**src/design/grv_pkg.sv**
```systemverilog
/*
  Shared constants and types for the graphics-core rail control block:
  register map, field layout, reset values, operating states and ramp timing.
  Assumes a single 25 MHz core clock and a register port fed by the SPI slave.
*/
package grv_pkg;

  // ****************************************************************
  // clock and timing
  // ****************************************************************
  localparam int GRV_CLK_PERIOD_NS = 40;
  localparam int GRV_STEP_UV = 12500;
  localparam int GRV_SLEW_MV_PER_US = 25;
  // one code step per 500 ns keeps the output at the fixed slew
  localparam int GRV_STEP_TIME_NS = GRV_STEP_UV / GRV_SLEW_MV_PER_US;
  // least time per step, so round up: the slew is never exceeded
  localparam int GRV_STEP_CYCLES = (GRV_STEP_TIME_NS + GRV_CLK_PERIOD_NS - 1) / GRV_CLK_PERIOD_NS;
  localparam logic [3:0] GRV_STEP_LAST = 4'(GRV_STEP_CYCLES - 1);

  // ****************************************************************
  // setpoint scale, units of 0.1 mV
  // ****************************************************************
  localparam logic [13:0] GRV_SP_BASE = 14'h0BB8;
  localparam logic [13:0] GRV_SP_STEP = 14'h007D;
  localparam logic [13:0] GRV_SP_MAX = 14'h2EE0;

  // ****************************************************************
  // register map
  // ****************************************************************
  localparam logic [7:0] GRV_VCODE_ADDR = 8'h33;
  localparam logic [7:0] GRV_CTRL_ADDR = 8'h36;
  localparam logic [7:0] GRV_VCODE_RST = 8'h7F;
  localparam logic [7:0] GRV_CTRL_RST = 8'h04;
  localparam logic [7:0] GRV_CTRL_WMASK = 8'h3F;

  localparam int GRV_STATE_LSB = 0;
  localparam int GRV_STATE_MSB = 2;
  localparam int GRV_EXIT_LSB = 3;
  localparam int GRV_EXIT_MSB = 5;
  localparam int GRV_SWCODE_MSB = 6;
  localparam int GRV_OVERRIDE_BIT = 7;
  // which of the two latch pins grants this rail the shared code pins
  localparam int GRV_LATCH_BIT = 0;
  localparam logic [6:0] GRV_HOLD_RST = 7'h00;

  localparam logic [2:0] GRV_MODE_OFF = 3'h4;
  localparam logic [2:0] GRV_MODE_PFM = 3'h5;
  localparam logic [2:0] GRV_MODE_SKIP = 3'h6;
  localparam logic [2:0] GRV_MODE_PWM = 3'h7;

  // ****************************************************************
  // types
  // ****************************************************************
  typedef enum logic [1:0] {GRV_ST_OFF, GRV_ST_PFM, GRV_ST_SKIP, GRV_ST_PWM} grv_rail_t;
  typedef enum logic [1:0] {GRV_RAMP_HOLD, GRV_RAMP_UP, GRV_RAMP_DOWN} grv_ramp_t;

  typedef struct packed {
    logic [6:0] voltage_code_pins;
    logic [1:0] latch;
    logic standby_exit;
    logic overcurrent;
  } grv_pins_t;

  typedef struct packed {
    logic rail_on;
    logic pfm;
    logic skip;
    logic pwm;
    logic discharge;
  } grv_drive_t;

endpackage

```
**src/design/grv_rail_ctrl.sv**
```systemverilog
/*
  Digital control of the graphics-core step-down rail: shared code-pin
  capture under the latch pins, software override, setpoint ramp, switching
  mode selection, standby-exit mode copy, discharge and overcurrent fault.
  Assumes the SPI slave presents a one-cycle byte register port on this
  clock, and that the analog loop consumes the drive and setpoint outputs.
*/
// Summary of operation
// - Voltage code becomes setpoint 0.3 V to 1.2 V, 12.5 mV per step.
// - Code pins sampled every cycle of the grant into storage the host cannot access.
// - Shared code pins taken only while this rail's latch pin grants it.
// - New codes ramp the setpoint one 12.5 mV step per 520 ns, under 25 mV per microsecond.
// - Host selects PFM, pulse skipping or PWM over SPI.
// - Output discharge path active whenever the rail is off.
// - Overcurrent limits cycle by cycle and raises rail fault and interrupt.
// - State field 2:0 decodes 4 off, 5 PFM, 6 skip, 7 PWM.
// - Standby exit copies exit field 4 to 7 into state; 0 to 3 ignored.
// - Voltage-code register bits 6:0 hold a software code, pin encoding.
// - Bit 7 selects code source: 0 pins, 1 software code.
// - Exit field sits in control bits 5:3; bits 7:6 reserved.
`timescale 1ns/100ps
module grv_rail_ctrl (
  input wire logic core_clk_i,
  input wire logic resetn_i,
  input wire logic [7:0] reg_addr_i,
  input wire logic [7:0] reg_wdata_i,
  input wire logic reg_wr_i,
  input wire logic reg_rd_i,
  output logic [7:0] reg_rdata_o,
  output logic reg_rvalid_o,
  input wire logic [6:0] voltage_code_pins_i,
  input wire logic [1:0] voltage_code_enable_pins_i,
  input wire logic standby_exit_pin_i,
  input wire logic overcurrent_i,
  output grv_pkg::grv_drive_t drive_o,
  output logic [13:0] setpoint_o,
  output logic [6:0] setpoint_code_o,
  output logic ramping_o,
  output logic current_limit_o,
  output logic graphics_rail_fault_o,
  output logic regulator_fault_interrupt_o
);
  import grv_pkg::*;

  // ****************************************************************
  // state
  // ****************************************************************
  typedef struct packed {
    logic [7:0] vcode;
    logic [7:0] ctrl;
    logic [6:0] vid_hold;
    logic exit_seen;
    grv_rail_t rail;
    grv_drive_t drive;
    logic climit;
    logic fault;
    logic irq;
    logic [7:0] rdata;
    logic rvalid;
    logic [13:0] sp;
    logic [6:0] sp_code;
    logic ramping;
  } grv_ctrl_st_t;

  grv_ctrl_st_t st_r;
  grv_ctrl_st_t st_nxt;

  grv_pins_t pins_raw;
  grv_pins_t pins_s;
  logic [6:0] target;
  logic [6:0] ramp_code;
  logic [13:0] ramp_sp;
  logic ramp_busy;
  logic [2:0] exit_mode;
  logic [2:0] state_field;

  // ****************************************************************
  // pin synchronisation
  // ****************************************************************
  always_comb begin
    pins_raw.voltage_code_pins = voltage_code_pins_i;
    pins_raw.latch = voltage_code_enable_pins_i;
    pins_raw.standby_exit = standby_exit_pin_i;
    pins_raw.overcurrent = overcurrent_i;
  end

  grv_sync u_sync (
    .core_clk_i(core_clk_i),
    .resetn_i(resetn_i),
    .pins_i(pins_raw),
    .pins_o(pins_s)
  );

  // ****************************************************************
  // code source and ramp
  // ****************************************************************
  // override bit picks the software code, else the latched pin code
  assign target = st_r.vcode[GRV_OVERRIDE_BIT] ? st_r.vcode[GRV_SWCODE_MSB:0] : st_r.vid_hold;

  grv_ramp u_ramp (
    .core_clk_i(core_clk_i),
    .resetn_i(resetn_i),
    .target_i(target),
    .code_o(ramp_code),
    .setpoint_o(ramp_sp),
    .ramping_o(ramp_busy)
  );

  assign exit_mode = st_r.ctrl[GRV_EXIT_MSB:GRV_EXIT_LSB];

  // ****************************************************************
  // next state
  // ****************************************************************
  always_comb begin
    st_nxt = st_r;
    state_field = '0;

    // capture the shared code only while our latch pin grants it
    if (pins_s.latch[GRV_LATCH_BIT]) begin
      st_nxt.vid_hold = pins_s.voltage_code_pins;
    end

    // register writes; reserved control bits stay zero
    if (reg_wr_i) begin
      if (reg_addr_i == GRV_VCODE_ADDR) begin
        st_nxt.vcode = reg_wdata_i;
      end else if (reg_addr_i == GRV_CTRL_ADDR) begin
        st_nxt.ctrl = reg_wdata_i & GRV_CTRL_WMASK;
      end
    end

    // standby exit acts on the assertion edge so later host writes stick;
    // it wins over a host write to the state field in the same cycle
    st_nxt.exit_seen = pins_s.standby_exit;
    if (pins_s.standby_exit && !st_r.exit_seen && exit_mode[2]) begin
      st_nxt.ctrl[GRV_STATE_MSB:GRV_STATE_LSB] = exit_mode;
    end

    // register reads answer one cycle later; unmapped addresses read zero
    st_nxt.rvalid = reg_rd_i;
    if (reg_rd_i) begin
      if (reg_addr_i == GRV_VCODE_ADDR) begin
        st_nxt.rdata = st_r.vcode;
      end else if (reg_addr_i == GRV_CTRL_ADDR) begin
        st_nxt.rdata = st_r.ctrl;
      end else begin
        st_nxt.rdata = 8'h00;
      end
    end

    // operating state follows the field; reserved codes keep the last state
    state_field = st_nxt.ctrl[GRV_STATE_MSB:GRV_STATE_LSB];
    case (state_field)
      GRV_MODE_OFF: st_nxt.rail = GRV_ST_OFF;
      GRV_MODE_PFM: st_nxt.rail = GRV_ST_PFM;
      GRV_MODE_SKIP: st_nxt.rail = GRV_ST_SKIP;
      GRV_MODE_PWM: st_nxt.rail = GRV_ST_PWM;
      default: st_nxt.rail = st_r.rail;
    endcase

    st_nxt.drive = '0;
    case (st_nxt.rail)
      GRV_ST_OFF: begin
        st_nxt.drive.discharge = 1'b1;
      end
      GRV_ST_PFM: begin
        st_nxt.drive.rail_on = 1'b1;
        st_nxt.drive.pfm = 1'b1;
      end
      GRV_ST_SKIP: begin
        st_nxt.drive.rail_on = 1'b1;
        st_nxt.drive.skip = 1'b1;
      end
      default: begin
        st_nxt.drive.rail_on = 1'b1;
        st_nxt.drive.pwm = 1'b1;
      end
    endcase

    // overcurrent: limit the present cycle and flag the fault upward;
    // fault is a level that clears when the comparator releases
    st_nxt.climit = pins_s.overcurrent && st_nxt.drive.rail_on;
    st_nxt.fault = pins_s.overcurrent;
    st_nxt.irq = st_r.fault;

    st_nxt.sp = ramp_sp;
    st_nxt.sp_code = ramp_code;
    st_nxt.ramping = ramp_busy;
  end

  always_ff @(posedge core_clk_i or negedge resetn_i) begin
    if (!resetn_i) begin
      st_r <= '{vcode: GRV_VCODE_RST, ctrl: GRV_CTRL_RST, vid_hold: GRV_HOLD_RST,
                exit_seen: 1'b0, rail: GRV_ST_OFF, drive: 5'b00001, climit: 1'b0,
                fault: 1'b0, irq: 1'b0, rdata: 8'h00, rvalid: 1'b0,
                sp: GRV_SP_BASE, sp_code: GRV_HOLD_RST, ramping: 1'b0};
    end else begin
      st_r <= st_nxt;
    end
  end

  // ****************************************************************
  // outputs, all from flops
  // ****************************************************************
  assign reg_rdata_o = st_r.rdata;
  assign reg_rvalid_o = st_r.rvalid;
  assign drive_o = st_r.drive;
  assign setpoint_o = st_r.sp;
  assign setpoint_code_o = st_r.sp_code;
  assign ramping_o = st_r.ramping;
  assign current_limit_o = st_r.climit;
  assign graphics_rail_fault_o = st_r.fault;
  assign regulator_fault_interrupt_o = st_r.irq;

endmodule

```
**src/design/grv_sync.sv**
```systemverilog
/*
  Two-flop synchroniser for every asynchronous pin of the rail block.
  Assumes pins are quasi-static compared with the 40 ns clock; a multi-bit
  code may be caught mid-change for one cycle and is corrected the next.
*/
`timescale 1ns/100ps
module grv_sync (
  input wire logic core_clk_i,
  input wire logic resetn_i,
  input wire grv_pkg::grv_pins_t pins_i,
  output grv_pkg::grv_pins_t pins_o
);
  import grv_pkg::*;

  typedef struct packed {
    grv_pins_t meta;
    grv_pins_t stable;
  } grv_sync_st_t;

  grv_sync_st_t st_r;
  grv_sync_st_t st_nxt;

  // first stage is read only by the second stage
  always_comb begin
    st_nxt = st_r;
    st_nxt.meta = pins_i;
    st_nxt.stable = st_r.meta;
  end

  always_ff @(posedge core_clk_i or negedge resetn_i) begin
    if (!resetn_i) begin
      st_r <= '0;
    end else begin
      st_r <= st_nxt;
    end
  end

  assign pins_o = st_r.stable;

endmodule

```
**src/design/grv_ramp.sv**
```systemverilog
/*
  Setpoint slew limiter: moves the active code one step toward the target
  per step interval and converts the code into a setpoint in 0.1 mV units.
  Assumes the target comes from logic on the same clock.
*/
`timescale 1ns/100ps
module grv_ramp (
  input wire logic core_clk_i,
  input wire logic resetn_i,
  input wire logic [6:0] target_i,
  output logic [6:0] code_o,
  output logic [13:0] setpoint_o,
  output logic ramping_o
);
  import grv_pkg::*;

  typedef struct packed {
    grv_ramp_t st;
    logic [3:0] tick;
    logic [6:0] code;
    logic [13:0] sp;
  } grv_ramp_st_t;

  grv_ramp_st_t st_r;
  grv_ramp_st_t st_nxt;
  logic [14:0] sp_raw;

  always_comb begin
    st_nxt = st_r;
    sp_raw = '0;
    case (st_r.st)
      GRV_RAMP_HOLD: begin
        st_nxt.tick = '0;
        if (target_i > st_r.code) begin
          st_nxt.st = GRV_RAMP_UP;
        end else if (target_i < st_r.code) begin
          st_nxt.st = GRV_RAMP_DOWN;
        end
      end
      default: begin
        // one step per interval, never a jump to the new code
        if (st_r.tick == GRV_STEP_LAST) begin
          st_nxt.tick = '0;
          if (st_r.st == GRV_RAMP_UP && target_i > st_r.code) begin
            st_nxt.code = st_r.code + 7'h01;
          end else if (st_r.st == GRV_RAMP_DOWN && target_i < st_r.code) begin
            st_nxt.code = st_r.code - 7'h01;
          end
          if (target_i == st_nxt.code) begin
            st_nxt.st = GRV_RAMP_HOLD;
          end else if (target_i > st_nxt.code) begin
            st_nxt.st = GRV_RAMP_UP;
          end else begin
            st_nxt.st = GRV_RAMP_DOWN;
          end
        end else begin
          st_nxt.tick = st_r.tick + 4'h1;
        end
      end
    endcase
    // code to setpoint, clamped to the top of the range
    // 15 bits: the top codes overflow 14 bits before the clamp
    sp_raw = 15'(GRV_SP_BASE) + 15'(st_nxt.code) * 15'(GRV_SP_STEP);
    st_nxt.sp = (sp_raw > 15'(GRV_SP_MAX)) ? GRV_SP_MAX : sp_raw[13:0];
  end

  always_ff @(posedge core_clk_i or negedge resetn_i) begin
    if (!resetn_i) begin
      st_r <= '{st: GRV_RAMP_HOLD, tick: 4'h0, code: GRV_HOLD_RST, sp: GRV_SP_BASE};
    end else begin
      st_r <= st_nxt;
    end
  end

  assign code_o = st_r.code;
  assign setpoint_o = st_r.sp;
  assign ramping_o = (st_r.st != GRV_RAMP_HOLD);

endmodule

```
**config.mk**
```make
export PLATFORM = sky130hd
export DESIGN_NAME = grv_rail_ctrl
export DESIGN_NICKNAME = d
export VERILOG_FILES = /design/src/design/grv_pkg.sv /design/src/design/grv_rail_ctrl.sv /design/src/design/grv_sync.sv /design/src/design/grv_ramp.sv
export SDC_FILE = /design/constraint.sdc
export NUM_CORES = 1
export LEC_CHECK = 0
export ABC_AREA = 1
export ABC_CLOCK_PERIOD_IN_PS = 15200
export BUFFER_PORTS_ARGS = -buffer_cell sky130_fd_sc_hd__buf_2
export CORE_ASPECT_RATIO = 2
export CORE_UTILIZATION = 25
export CTS_CLUSTER_DIAMETER = 30
export DETAILED_ROUTE_END_ITERATION = 8
export GPL_ROUTABILITY_DRIVEN = 0
export PLACE_DENSITY_LB_ADDON = 0.1
export SLEW_MARGIN = 20
export SYNTH_ARGS = -nofsm -noshare
export SYNTH_HDL_FRONTEND = slang
export SYNTH_HIERARCHICAL = 1
export SYNTH_SLANG_ARGS = --single-unit
```
**constraint.sdc**
```tcl
create_clock -name core_clk_i -period 15.2 [get_ports core_clk_i]
set_clock_uncertainty 0.15 [all_clocks]
set_input_delay 1.52 -clock core_clk_i [delete_from_list [all_inputs] [get_ports core_clk_i]]
set_output_delay 1.52 -clock core_clk_i [all_outputs]
set_load 0.005 [all_outputs]
```
; ---- After elaboration in Yosys (flattened, before gate mapping)
; Cells that the tools add are included.
[word_totals]
register_bits = 110
latchBits = 0
ram_bits = 0
romBits = 0
inputBits = 31
output_inout_bits = 39
word_cells = 95
memories = 0
[op_classes]
add_sub_neg = 4
multipliers = 1
div_mod_pow = 0
order_cmp = 4
n_eq_ne = 13
shifts = 0
n_mux = 27
bitwise_logic = 1
reduce_logical = 14
[op_table]
columns = cell, count
row1 = two-way mux 7 bit, 7
row2 = "equality test 8 x 6 -> 1 bit, second input constant", 2
row3 = "adder 12 x 14 -> 15 bit, first input constant", 1
row4 = "greater-than comparator 15 x 14 -> 1 bit, second input constant", 1
row5 = greater-than comparator 7 bit, 2
row6 = "multiplier 7 x 7 -> 14 bit, second input constant", 1
row7 = two-way mux 14 bit, 1
row8 = "equality test 3 bit, second input constant", 4
row9 = two-way mux 3 bit, 4
row10 = two-way mux 6 bit, 2
row11 = two-way mux 2 bit, 5
row12 = two-way mux 8 bit, 1
row13 = case mux 2 bit (4 select lines), 1
row14 = "adder 7 x 1 -> 7 bit, second input constant", 1
row15 = equality test 7 bit, 1
row16 = < comparator 7 bit, 1
row17 = "subtractor 7 x 1 -> 7 bit, second input constant", 1
row18 = logical AND 1 bit, 5
row19 = two-way mux 1 bit, 5
row20 = "adder 4 x 1 -> 4 bit, second input constant", 1
row21 = "equality test 2 x 1 -> 1 bit, second input constant", 2
row22 = "equality test 2 bit, second input constant", 2
row23 = "equality test 4 bit, second input constant", 1
row24 = zero test 2 bit, 2
row25 = 8 further kinds, 10

; ---- Logic depth before layout (Yosys ltp)
; Gate-level depths: netlist (run 1).
[logic_depth]
word_depth = 13
ltp_mapped = 45
depth_no_buf = 44

; ---- Hierarchy
; The synthesis (run 1) kept the hierarchy.
[by_module_without_submodules]
columns = module, instances, cells_per_inst, area_each_um2, seq_area_each_um2
row1 = grv_ramp, 1, 401, 3224.3, 684.4
row2 = grv_rail_ctrl, 1, 244, 2590.0, 1596.5
row3 = grv_sync, 1, 22, 550.5, 550.5

; ---- Worst setup path after synthesis (run 1)
; OpenSTA, ideal clock, no wires.
[synth_path]
path_kind = reg-to-reg
start = reg st_r[64] (netlist name)
end = reg u_ramp.st_r, in the netlist u_ramp/setpoint_o[10]
setup_time_ps = 120
arrival_time_ps = 6698
required_ps = 14930
setup_slack_ps = 8232
stages_incl_launch_ff = 33
path_buffers = 1
period_less_slack_ps = 6968
path_cell_list = dfrtp_1 > clkbuf_1 > o21ai_0 > ha_1 > nand2_2 > inv_2 > a21oi_4 > nand2_2 > nand2_4 > inv_1 > o31ai_1 > nand2_1 > xor2_1 > o21ai_0 > inv_1 > fa_1 > inv_1 > fa_1 > fa_1 > inv_1 > fa_1 > inv_1 > ha_1 > a21oi_2 > nand2_1 > nand2_1 > o211ai_1 > xnor2_1 > nand3_1 > nor2_4 > nand4_4 > nand2_4 > nand2_2
[synth_lines]
columns = item, line_no
row1 = "start, declared", grv_rail_ctrl.sv:65  ; grv_ctrl_st_t st_r;
row2 = "start signal, assigned", grv_rail_ctrl.sv:193  ; st_r <= '{vcode: GRV_VCODE_RST, ctrl: GRV_CTRL_RST, vid_hold: GRV_HOLD_RST,
row3 = "start signal, assigned", grv_rail_ctrl.sv:198  ; st_r <= st_nxt;
row4 = "end signal, assigned", grv_ramp.sv:69  ; st_r <= '{st: GRV_RAMP_HOLD, tick: 4'h0, code: GRV_HOLD_RST, sp: GRV_SP_BASE};
row5 = "end signal, assigned", grv_ramp.sv:71  ; st_r <= st_nxt;
row6 = "end, declared", grv_ramp.sv:24  ; grv_ramp_st_t st_r;

==> impl_metrics.env, run 1 <==
export IMPL_wl_per_cell_um=13.6
export IMPL_start_kind="flip-flop"
export IMPL_drt_first_iter_violations=144
export IMPL_cp_data_arrival_time_ns=7.79
export IMPL_cts_tree="yes"
export IMPL_grt_pass1_vias=4551
export IMPL_io_buffers=68
export IMPL_setup_violations=0
export IMPL_endpoint_kind="flip-flop"
export IMPL_grt_usage=0.118
export IMPL_grt_max_degree=77
export IMPL_maxCapViolCount=0
export IMPL_wirelength_um=14000
export IMPL_cp_required_ns=15.30
export IMPL_period_minus_slack_ns=7.69
export IMPL_rsz0062_at_grt="false"
export IMPL_nets=785
export IMPL_clkSinkCount=110
export IMPL_clk_path_buf_depth=2
export IMPL_drc_errors=0
export IMPL_tightest_slew_ns=0.783
export IMPL_routed_via_density=4.10
export IMPL_antenna_cells=0
export IMPL_die_height_um=227
export IMPL_crit_top_cell="inv_1"
export IMPL_clk_root_buffer_cell="clkbuf_16"
export IMPL_tns_ns=0
export IMPL_syn_nets=763
export IMPL_post_cts_repair_setup_buffers=0
export IMPL_overflow=0
export IMPL_final_cell_mix="nand2_1 (114), inv_1 (103), dfrtp_1 (87)"
export IMPL_cp_max_fo=15
export IMPL_dr_total_vias=4214
export IMPL_synth_area_um2=6310
export IMPL_multi_input_area_um2=2690
export IMPL_clk_latency_ns=0.36
export IMPL_slew_viol_final=0
export IMPL_yosys_warnings=6
export IMPL_dieWidth_um=114
export IMPL_rows=82
export IMPL_ctsResizeCount=0
export IMPL_cpMaxStageDelayCell="o21ai_0"
export IMPL_cts_hold_buf=0
export IMPL_ios=70
export IMPL_core_um2=24900
export IMPL_synthCells=665
export IMPL_start_util=0.253
export IMPL_path_clk_slew_ns=0.07
export IMPL_grt_pass1_wl_um=22900
export IMPL_syn_to_final_growth_pct=10.3
export IMPL_register_area_um2=2780
export IMPL_dr_pass1_iters=4
export IMPL_cts_buffers=9
export IMPL_dp_hpwl_um=11500
export IMPL_die_area_um2=25900
export IMPL_htree_levels=3
export IMPL_whs_ns=0.196
export IMPL_antenna_found_initial=0
export IMPL_status="complete, no violations"
export IMPL_final_common_cell="nand2_1"
export IMPL_cp_slowest_stage_delay_ns=0.62
export IMPL_timing_worst_setup_path_type="reg -> reg"
export IMPL_fin_crit_sh=0.506
export IMPL_fmax_ghz=0.130
export IMPL_slew_headroom=0.472
export IMPL_synth_area_per_cell_um2=9.50
export IMPL_drtAntennaViolNets=0
export IMPL_fill_cells=2693
export IMPL_min_path_type="reg -> reg"
export IMPL_drive_gt1_frac=0.231
export IMPL_finalHoldViolCount=0
## cell type report
cell class	instances	area share
multi-input cells	389	0.386
inverters	106	0.0571
clock inverters	4	0.00521
clock buffers	12	0.0368
flip-flops and latches	110	0.399
repair buffers	71	0.0553
well taps	336	0.0603
## state kept, by name, summed over array words and instances, names as in the netlist
| name | flops |
|---|---|
| u_ramp/code_o | 7 |
| u_ramp/setpoint_o | 14 |
| st_r | 21 |
| regulator_fault_interrupt_o | 1 |
| drive_o | 5 |
| u_ramp/st_r | 6 |
| setpoint_code_o | 7 |
| graphics_rail_fault_o | 1 |
| reg_rvalid_o | 1 |
| exit_mode | 3 |
| current_limit_o | 1 |
| ramping_o | 1 |
| u_sync/st_nxt | 10 |
| setpoint_o | 14 |
| u_sync/pins_o | 10 |
| reg_rdata_o | 8 |
## final timing paths
path | from | to | slack [ns] | cells after the start
min in group asynchronous | resetn_i | current_limit_o | 0.94 | 1
worst max register to register | st_r[64] | u_ramp/setpoint_o[13] | 7.51 | 32
worst min register to register | u_sync/st_nxt[1] | u_sync/pins_o[1] | 0.20 | 0
max in group asynchronous | resetn_i | st_r[63] | 12.87 | 3
worst max-delay path | st_r[64] | u_ramp/setpoint_o[13] | 7.51 | 32
worst min-delay path | u_sync/st_nxt[1] | u_sync/pins_o[1] | 0.20 | 0
## critical path, delay by kind of cell (launching register included)
family	cells	cell delay (ns)
adder cells (fa/ha/maj)	6	2.83
AO/OA/AOI/OAI	6	1.72
AND/OR/NAND/NOR	12	1.45
flip-flops	1	0.53
buffers and inverters	6	0.48
XOR/XNOR	2	0.40
## routing by layer
| layer | vias to the layer above | track usage | wire, µm | part of all wire |
|---|---|---|---|---|
| met3 | 16 | 0.0158 | 274 | 0.020 |
| met2 | 57 | 0.250 | 8600 | 0.62 |
| li1 | 2092 | - | - | - |
| met4 | 0 | 0.0532 | 321 | 0.023 |
| met1 | 2049 | 0.106 | 4760 | 0.34 |
| met5 | - | 0 | 0 | 0 |
## stage by stage
stage | utilization | setup WS (ns) | cell area (µm²) | cells
global route | 0.279 | 6.76 | 6970 | 1028
global placement | 0.267 | 7.28 | 6650 | 1011
detailed placement | 0.267 | 7.26 | 6650 | 1011
CTS | 0.278 | 7.23 | 6940 | 1027
finish | 0.279 | 7.51 | 6970 | 1028
floorplan | - | 8.23 | 6310 | 665
Power of run 1 is left out: the tool's default activity adds up to more than one toggle a clock period on the data nets, which glitch-free logic cannot reach.
==> run 2, diff against run 1 <==
--- a/config.mk
+++ b/config.mk
@@ -6,7 +6,7 @@
 export NUM_CORES = 1
 export LEC_CHECK = 0
 export ABC_AREA = 1
-export ABC_CLOCK_PERIOD_IN_PS = 15200
+export ABC_CLOCK_PERIOD_IN_PS = 7350
 export BUFFER_PORTS_ARGS = -buffer_cell sky130_fd_sc_hd__buf_2
 export CORE_ASPECT_RATIO = 2
 export CORE_UTILIZATION = 25
==> constraint.sdc (replaced) <==
create_clock -name core_clk_i -period 7.35 [get_ports core_clk_i]
set_clock_uncertainty 0.15 [all_clocks]
set_input_delay 0.735 -clock core_clk_i [delete_from_list [all_inputs] [get_ports core_clk_i]]
set_output_delay 0.735 -clock core_clk_i [all_outputs]
set_load 0.005 [all_outputs]
==> run 2 against run 1 <==
Final area up 1.4%; count of clock-buffer cells in the layout unchanged; global-route usage up 0.17 points; first-iteration DRC count up 25%; wire length up 0.84%; critical endpoint unchanged; largest cell class unchanged.
==> impl_metrics.env, run 2 (synthesis results as in run 1) <==
export IMPL_status="complete, no violations"
export IMPL_rsz0062_at_grt="false"
export IMPL_slew_headroom=0.364
export IMPL_final_cell_mix="nand2_1 (114), inv_1 (103), dfrtp_1 (86)"
export IMPL_dr_total_vias=4200
export IMPL_dp_hpwl_um=11600
export IMPL_cp_slowest_stage_delay_ns=0.53
export IMPL_cp_data_arrival_time_ns=6.97
export IMPL_overflow=0
export IMPL_routed_via_density=4.03
export IMPL_cp_required_ns=7.45
export IMPL_path_clk_slew_ns=0.07
export IMPL_cp_max_fo=15
export IMPL_tightest_slew_ns=0.954
export IMPL_endpoint_kind="flip-flop"
export IMPL_maxCapViolCount=0
export IMPL_start_util=0.253
export IMPL_timing_worst_setup_path_type="reg -> reg"
export IMPL_period_minus_slack_ns=6.86
export IMPL_ios=70
export IMPL_cts_tree="yes"
export IMPL_antenna_cells=0
export IMPL_largest_reg_flops=21
export IMPL_top_register="st_r"
export IMPL_clk_root_buffer_cell="clkbuf_16"
export IMPL_drtAntennaViolNets=0
export IMPL_top_usage_layer="met2"
export IMPL_dr_pass1_iters=4
export IMPL_fin_crit_sh=0.934
export IMPL_htree_levels=3
export IMPL_cts_buffers=9
export IMPL_nets=799
export IMPL_fmax_ghz=0.146
export IMPL_cpMaxStageDelayCell="fa_1"
export IMPL_clk_latency_ns=0.36
export IMPL_rr_startpoint="st_r[64]"
export IMPL_antenna_found_initial=0
export IMPL_tns_ns=0
export IMPL_start_kind="flip-flop"
export IMPL_core_um2=24900
export IMPL_grt_max_degree=75
export IMPL_drive_gt1_frac=0.249
export IMPL_slew_viol_final=0
export IMPL_clk_path_buf_depth=2
export IMPL_ff2ff_path_depth=31
export IMPL_finalHoldViolCount=0
export IMPL_final_common_cell="nand2_1"
export IMPL_drt_first_iter_violations=180
export IMPL_cts_hold_buf=0
export IMPL_dieWidth_um=114
export IMPL_die_area_um2=25900
export IMPL_wirelength_um=14100
export IMPL_min_path_type="in -> async"
export IMPL_grt_pass1_vias=4671
export IMPL_clkSinkCount=110
export IMPL_use_met3=0.0217
export IMPL_grtUsageMet1=0.108
export IMPL_use_met2=0.244
export IMPL_setup_violations=0
export IMPL_rr_endpoint="u_ramp/setpoint_o[13]"
export IMPL_grt_usage=0.120
export IMPL_drc_errors=0
export IMPL_reg2reg_slack_ns=0.49
export IMPL_wl_per_cell_um=13.5
export IMPL_io_buffers=68
export IMPL_rows=82
export IMPL_syn_to_final_growth_pct=11.9
export IMPL_grt_pass1_wl_um=23200
export IMPL_die_height_um=227
[run 2: changes by cell type in the layout (fill, tap and decap cells not counted), sizes merged]
| cell | change |
|---|---|
| buf | +14 |
| clkinvlp | -1 |
| clkinv | +3 |
| inv | -2 |
[run 2: worst max-delay path: cells and delay by family, from the launching register on]
kind / cells / cell delay [ns]
buffers and inverters: 5 / 0.38
and+or+nand+nor: 12 / 1.60
DFF: 1 / 0.51
AOI/OAI and AO/OA: 6 / 0.95
xor gates and xnor gates: 2 / 0.51
adders and majority gates: 6 / 2.61
[run 2: cell type report]
type	instances	area, µm²
fill	2679	17900
sequential	110	2780
multi-input combinational	389	2690
timing repair buffer	85	470
tap	336	420
inverter	106	398
clock buffer	12	267
clock inverter	4	37.5
[run 2: worst max path at each step]
stage | start | end
after floorplan | st_r[64] | u_ramp/setpoint_o[10]
after global placement | st_r[64] | u_ramp/setpoint_o[13]
after detailed placement | st_r[64] | u_ramp/setpoint_o[13]
after CTS | st_r[64] | u_ramp/setpoint_o[13]
after global routing | st_r[64] | u_ramp/setpoint_o[13]
final | st_r[64] | u_ramp/setpoint_o[13]
[run 2: per-stage QoR]
stage               setup slack, ns  hold slack, ns  instances   util  instance area (µm²)
finish                        0.486           0.168       1042  0.283                 7060
global route                0.00266           0.196       1042  0.283                 7060
CTS                           0.134           0.164       1041  0.283                 7060
detailed placement            0.176           0.185       1025  0.271                 6750
global placement              0.156           0.185       1025  0.271                 6750
floorplan                     0.382           0.181        665      -                 6310
[run 2: per-layer routing]
metal / part of all wire / vias up
met2: 0.60 / 63
met4: 0.035 / 0
met3: 0.023 / 20
met5: 0 / -
li1: - / 2116
met1: 0.35 / 2001
[run 2: repair_timing]
action                     CTS  global route
resized for setup            0             6
setup endpoints to repair    0            13
setup buffers                0             1
Power of run 2 is left out for the same reason.
==> run 3, diff against run 2 <==
--- a/config.mk
+++ b/config.mk
@@ -6,7 +6,7 @@
 export NUM_CORES = 1
 export LEC_CHECK = 0
 export ABC_AREA = 1
-export ABC_CLOCK_PERIOD_IN_PS = 7350
+export ABC_CLOCK_PERIOD_IN_PS = 7200
 export BUFFER_PORTS_ARGS = -buffer_cell sky130_fd_sc_hd__buf_2
 export CORE_ASPECT_RATIO = 2
 export CORE_UTILIZATION = 25
==> constraint.sdc (replaced) <==
create_clock -name core_clk_i -period 7.2 [get_ports core_clk_i]
set_clock_uncertainty 0.15 [all_clocks]
set_input_delay 0.72 -clock core_clk_i [delete_from_list [all_inputs] [get_ports core_clk_i]]
set_output_delay 0.72 -clock core_clk_i [all_outputs]
set_load 0.005 [all_outputs]
==> run 3 against run 2 <==
Sequential share of layout area grew 0.18 points; die area is the same; via count grew 0.21%; first-iteration DRC count shrank 4.4%; cell count shrank 0.29%; critical path depth grew 2; critical endpoint is now u_ramp/setpoint_o[6]; highest routed layer unchanged.
==> impl_metrics.env, run 3 (synthesis results as in run 1) <==
export IMPL_status="complete, no violations"
export IMPL_min_path_type="in -> async"
export IMPL_syn_to_final_growth_pct=11.4
export IMPL_tightest_slew_ns=0.975
export IMPL_drt_first_iter_violations=172
export IMPL_fmax_ghz=0.148
export IMPL_cts_hold_buf=0
export IMPL_slew_headroom=0.350
export IMPL_die_area_um2=25900
export IMPL_rows=82
export IMPL_htree_levels=3
export IMPL_maxCapViolCount=0
export IMPL_drive_gt1_frac=0.246
export IMPL_clk_root_buffer_cell="clkbuf_16"
export IMPL_cts_buffers=9
export IMPL_cts_tree="yes"
export IMPL_tns_ns=0
export IMPL_cp_max_fo=8
export IMPL_core_um2=24900
export IMPL_slew_viol_final=0
export IMPL_finalHoldViolCount=0
export IMPL_cpMaxStageDelayCell="fa_1"
export IMPL_grtUsageMet1=0.111
export IMPL_cp_required_ns=7.31
export IMPL_grt_pass1_vias=4619
export IMPL_path_clk_slew_ns=0.07
export IMPL_drtAntennaViolNets=0
export IMPL_final_cell_mix="nand2_1 (114), inv_1 (103), dfrtp_1 (86)"
export IMPL_crit_top_cell="inv_1"
export IMPL_start_kind="flip-flop"
export IMPL_fin_util=0.282
export IMPL_cp_data_arrival_time_ns=6.86
export IMPL_use_met3=0.0184
export IMPL_endpoint_kind="flip-flop"
export IMPL_routed_via_density=4.05
export IMPL_timing_worst_setup_path_type="reg -> reg"
export IMPL_dr_total_vias=4209
export IMPL_drc_errors=0
export IMPL_start_util=0.253
export IMPL_antenna_cells=0
export IMPL_nets=796
export IMPL_clk_latency_ns=0.36
export IMPL_ios=70
export IMPL_grt_usage=0.120
export IMPL_top_register="st_r"
export IMPL_cp_slowest_stage_delay_ns=0.53
export IMPL_period_minus_slack_ns=6.75
export IMPL_antenna_found_initial=0
export IMPL_dp_hpwl_um=11700
export IMPL_wirelength_um=14300
export IMPL_fill_cells=2670
export IMPL_clk_path_buf_depth=2
export IMPL_dr_pass1_iters=4
export IMPL_wl_per_cell_um=13.8
export IMPL_fin_crit_sh=0.938
export IMPL_top_usage_layer="met2"
export IMPL_setup_violations=0
export IMPL_reg2reg_slack_ns=0.45
export IMPL_io_buffers=68
export IMPL_dieWidth_um=114
export IMPL_grt_max_degree=75
export IMPL_largest_reg_flops=21
export IMPL_die_height_um=227
export IMPL_use_met2=0.246
export IMPL_final_common_cell="nand2_1"
export IMPL_whs_ns=0.151
export IMPL_clkSinkCount=110
export IMPL_rsz0062_at_grt="false"
export IMPL_grt_pass1_wl_um=23100
export IMPL_overflow=0
[run 3: critical path: cells and delay by family (launching register included)]
kind                     cells  cell delay [ns]
buffers and inverters        8             0.72
XOR/XNOR                     2             0.41
AND/OR/NAND/NOR             11             1.34
flip-flops                   1             0.47
adder cells (fa/ha/maj)      6             2.59
AO/OA/AOI/OAI                6             0.99
[run 3: worst paths after layout]
| kind | to | startpoint | depth (start not counted) |
|---|---|---|---|
| worst max-delay path | u_ramp/setpoint_o[6] | st_r[64] | 33 |
| worst min-delay path | current_limit_o | resetn_i | 1 |
| worst max register to register | u_ramp/setpoint_o[6] | st_r[64] | 33 |
| worst min register to register | u_sync/pins_o[5] | u_sync/st_nxt[5] | 0 |
| max in group asynchronous | st_r[64] | resetn_i | 2 |
| min in group core_clk_i | u_sync/pins_o[5] | u_sync/st_nxt[5] | 0 |
[run 3: what timing repair did]
item / 4_1_cts / 5_1_grt
endpoints found under the setup margin: 3 / 13
buffers inserted: 0 / 4
gates cloned: 0 / 0
hold endpoints to repair: 0 / 0
pin swaps: 0 / 6
gates resized for setup: 1 / 12
[run 3: layer usage]
metal  routed length, µm  part of all wire  up-vias
li1                    -                 -     2112
met1                4990              0.35     2019
met2                8630              0.60       59
met3                 311             0.022       19
met4                 393             0.027        0
met5                   0                 0        -
[run 3: cell type report]
class	instances	area, µm²	share of cell area
Clock buffer	12	246	0.0351
Clock inverter	4	41.3	0.00587
Inverter	106	398	0.0566
Multi-Input combinational cell	389	2700	0.383
Sequential cell	110	2780	0.396
Tap cell	336	420	0.0598
Timing Repair Buffer	82	448	0.0637
[run 3: through the flow]
stage	instances	instance area, µm²	setup WS (ns)
floorplan	665	6310	0.232
global placement	1019	6710	0.0843
detailed placement	1019	6710	0.00142
CTS	1035	7000	0.0657
global route	1039	7030	0.0000524
finish	1039	7030	0.447
Power of run 3 is left out for the same reason.
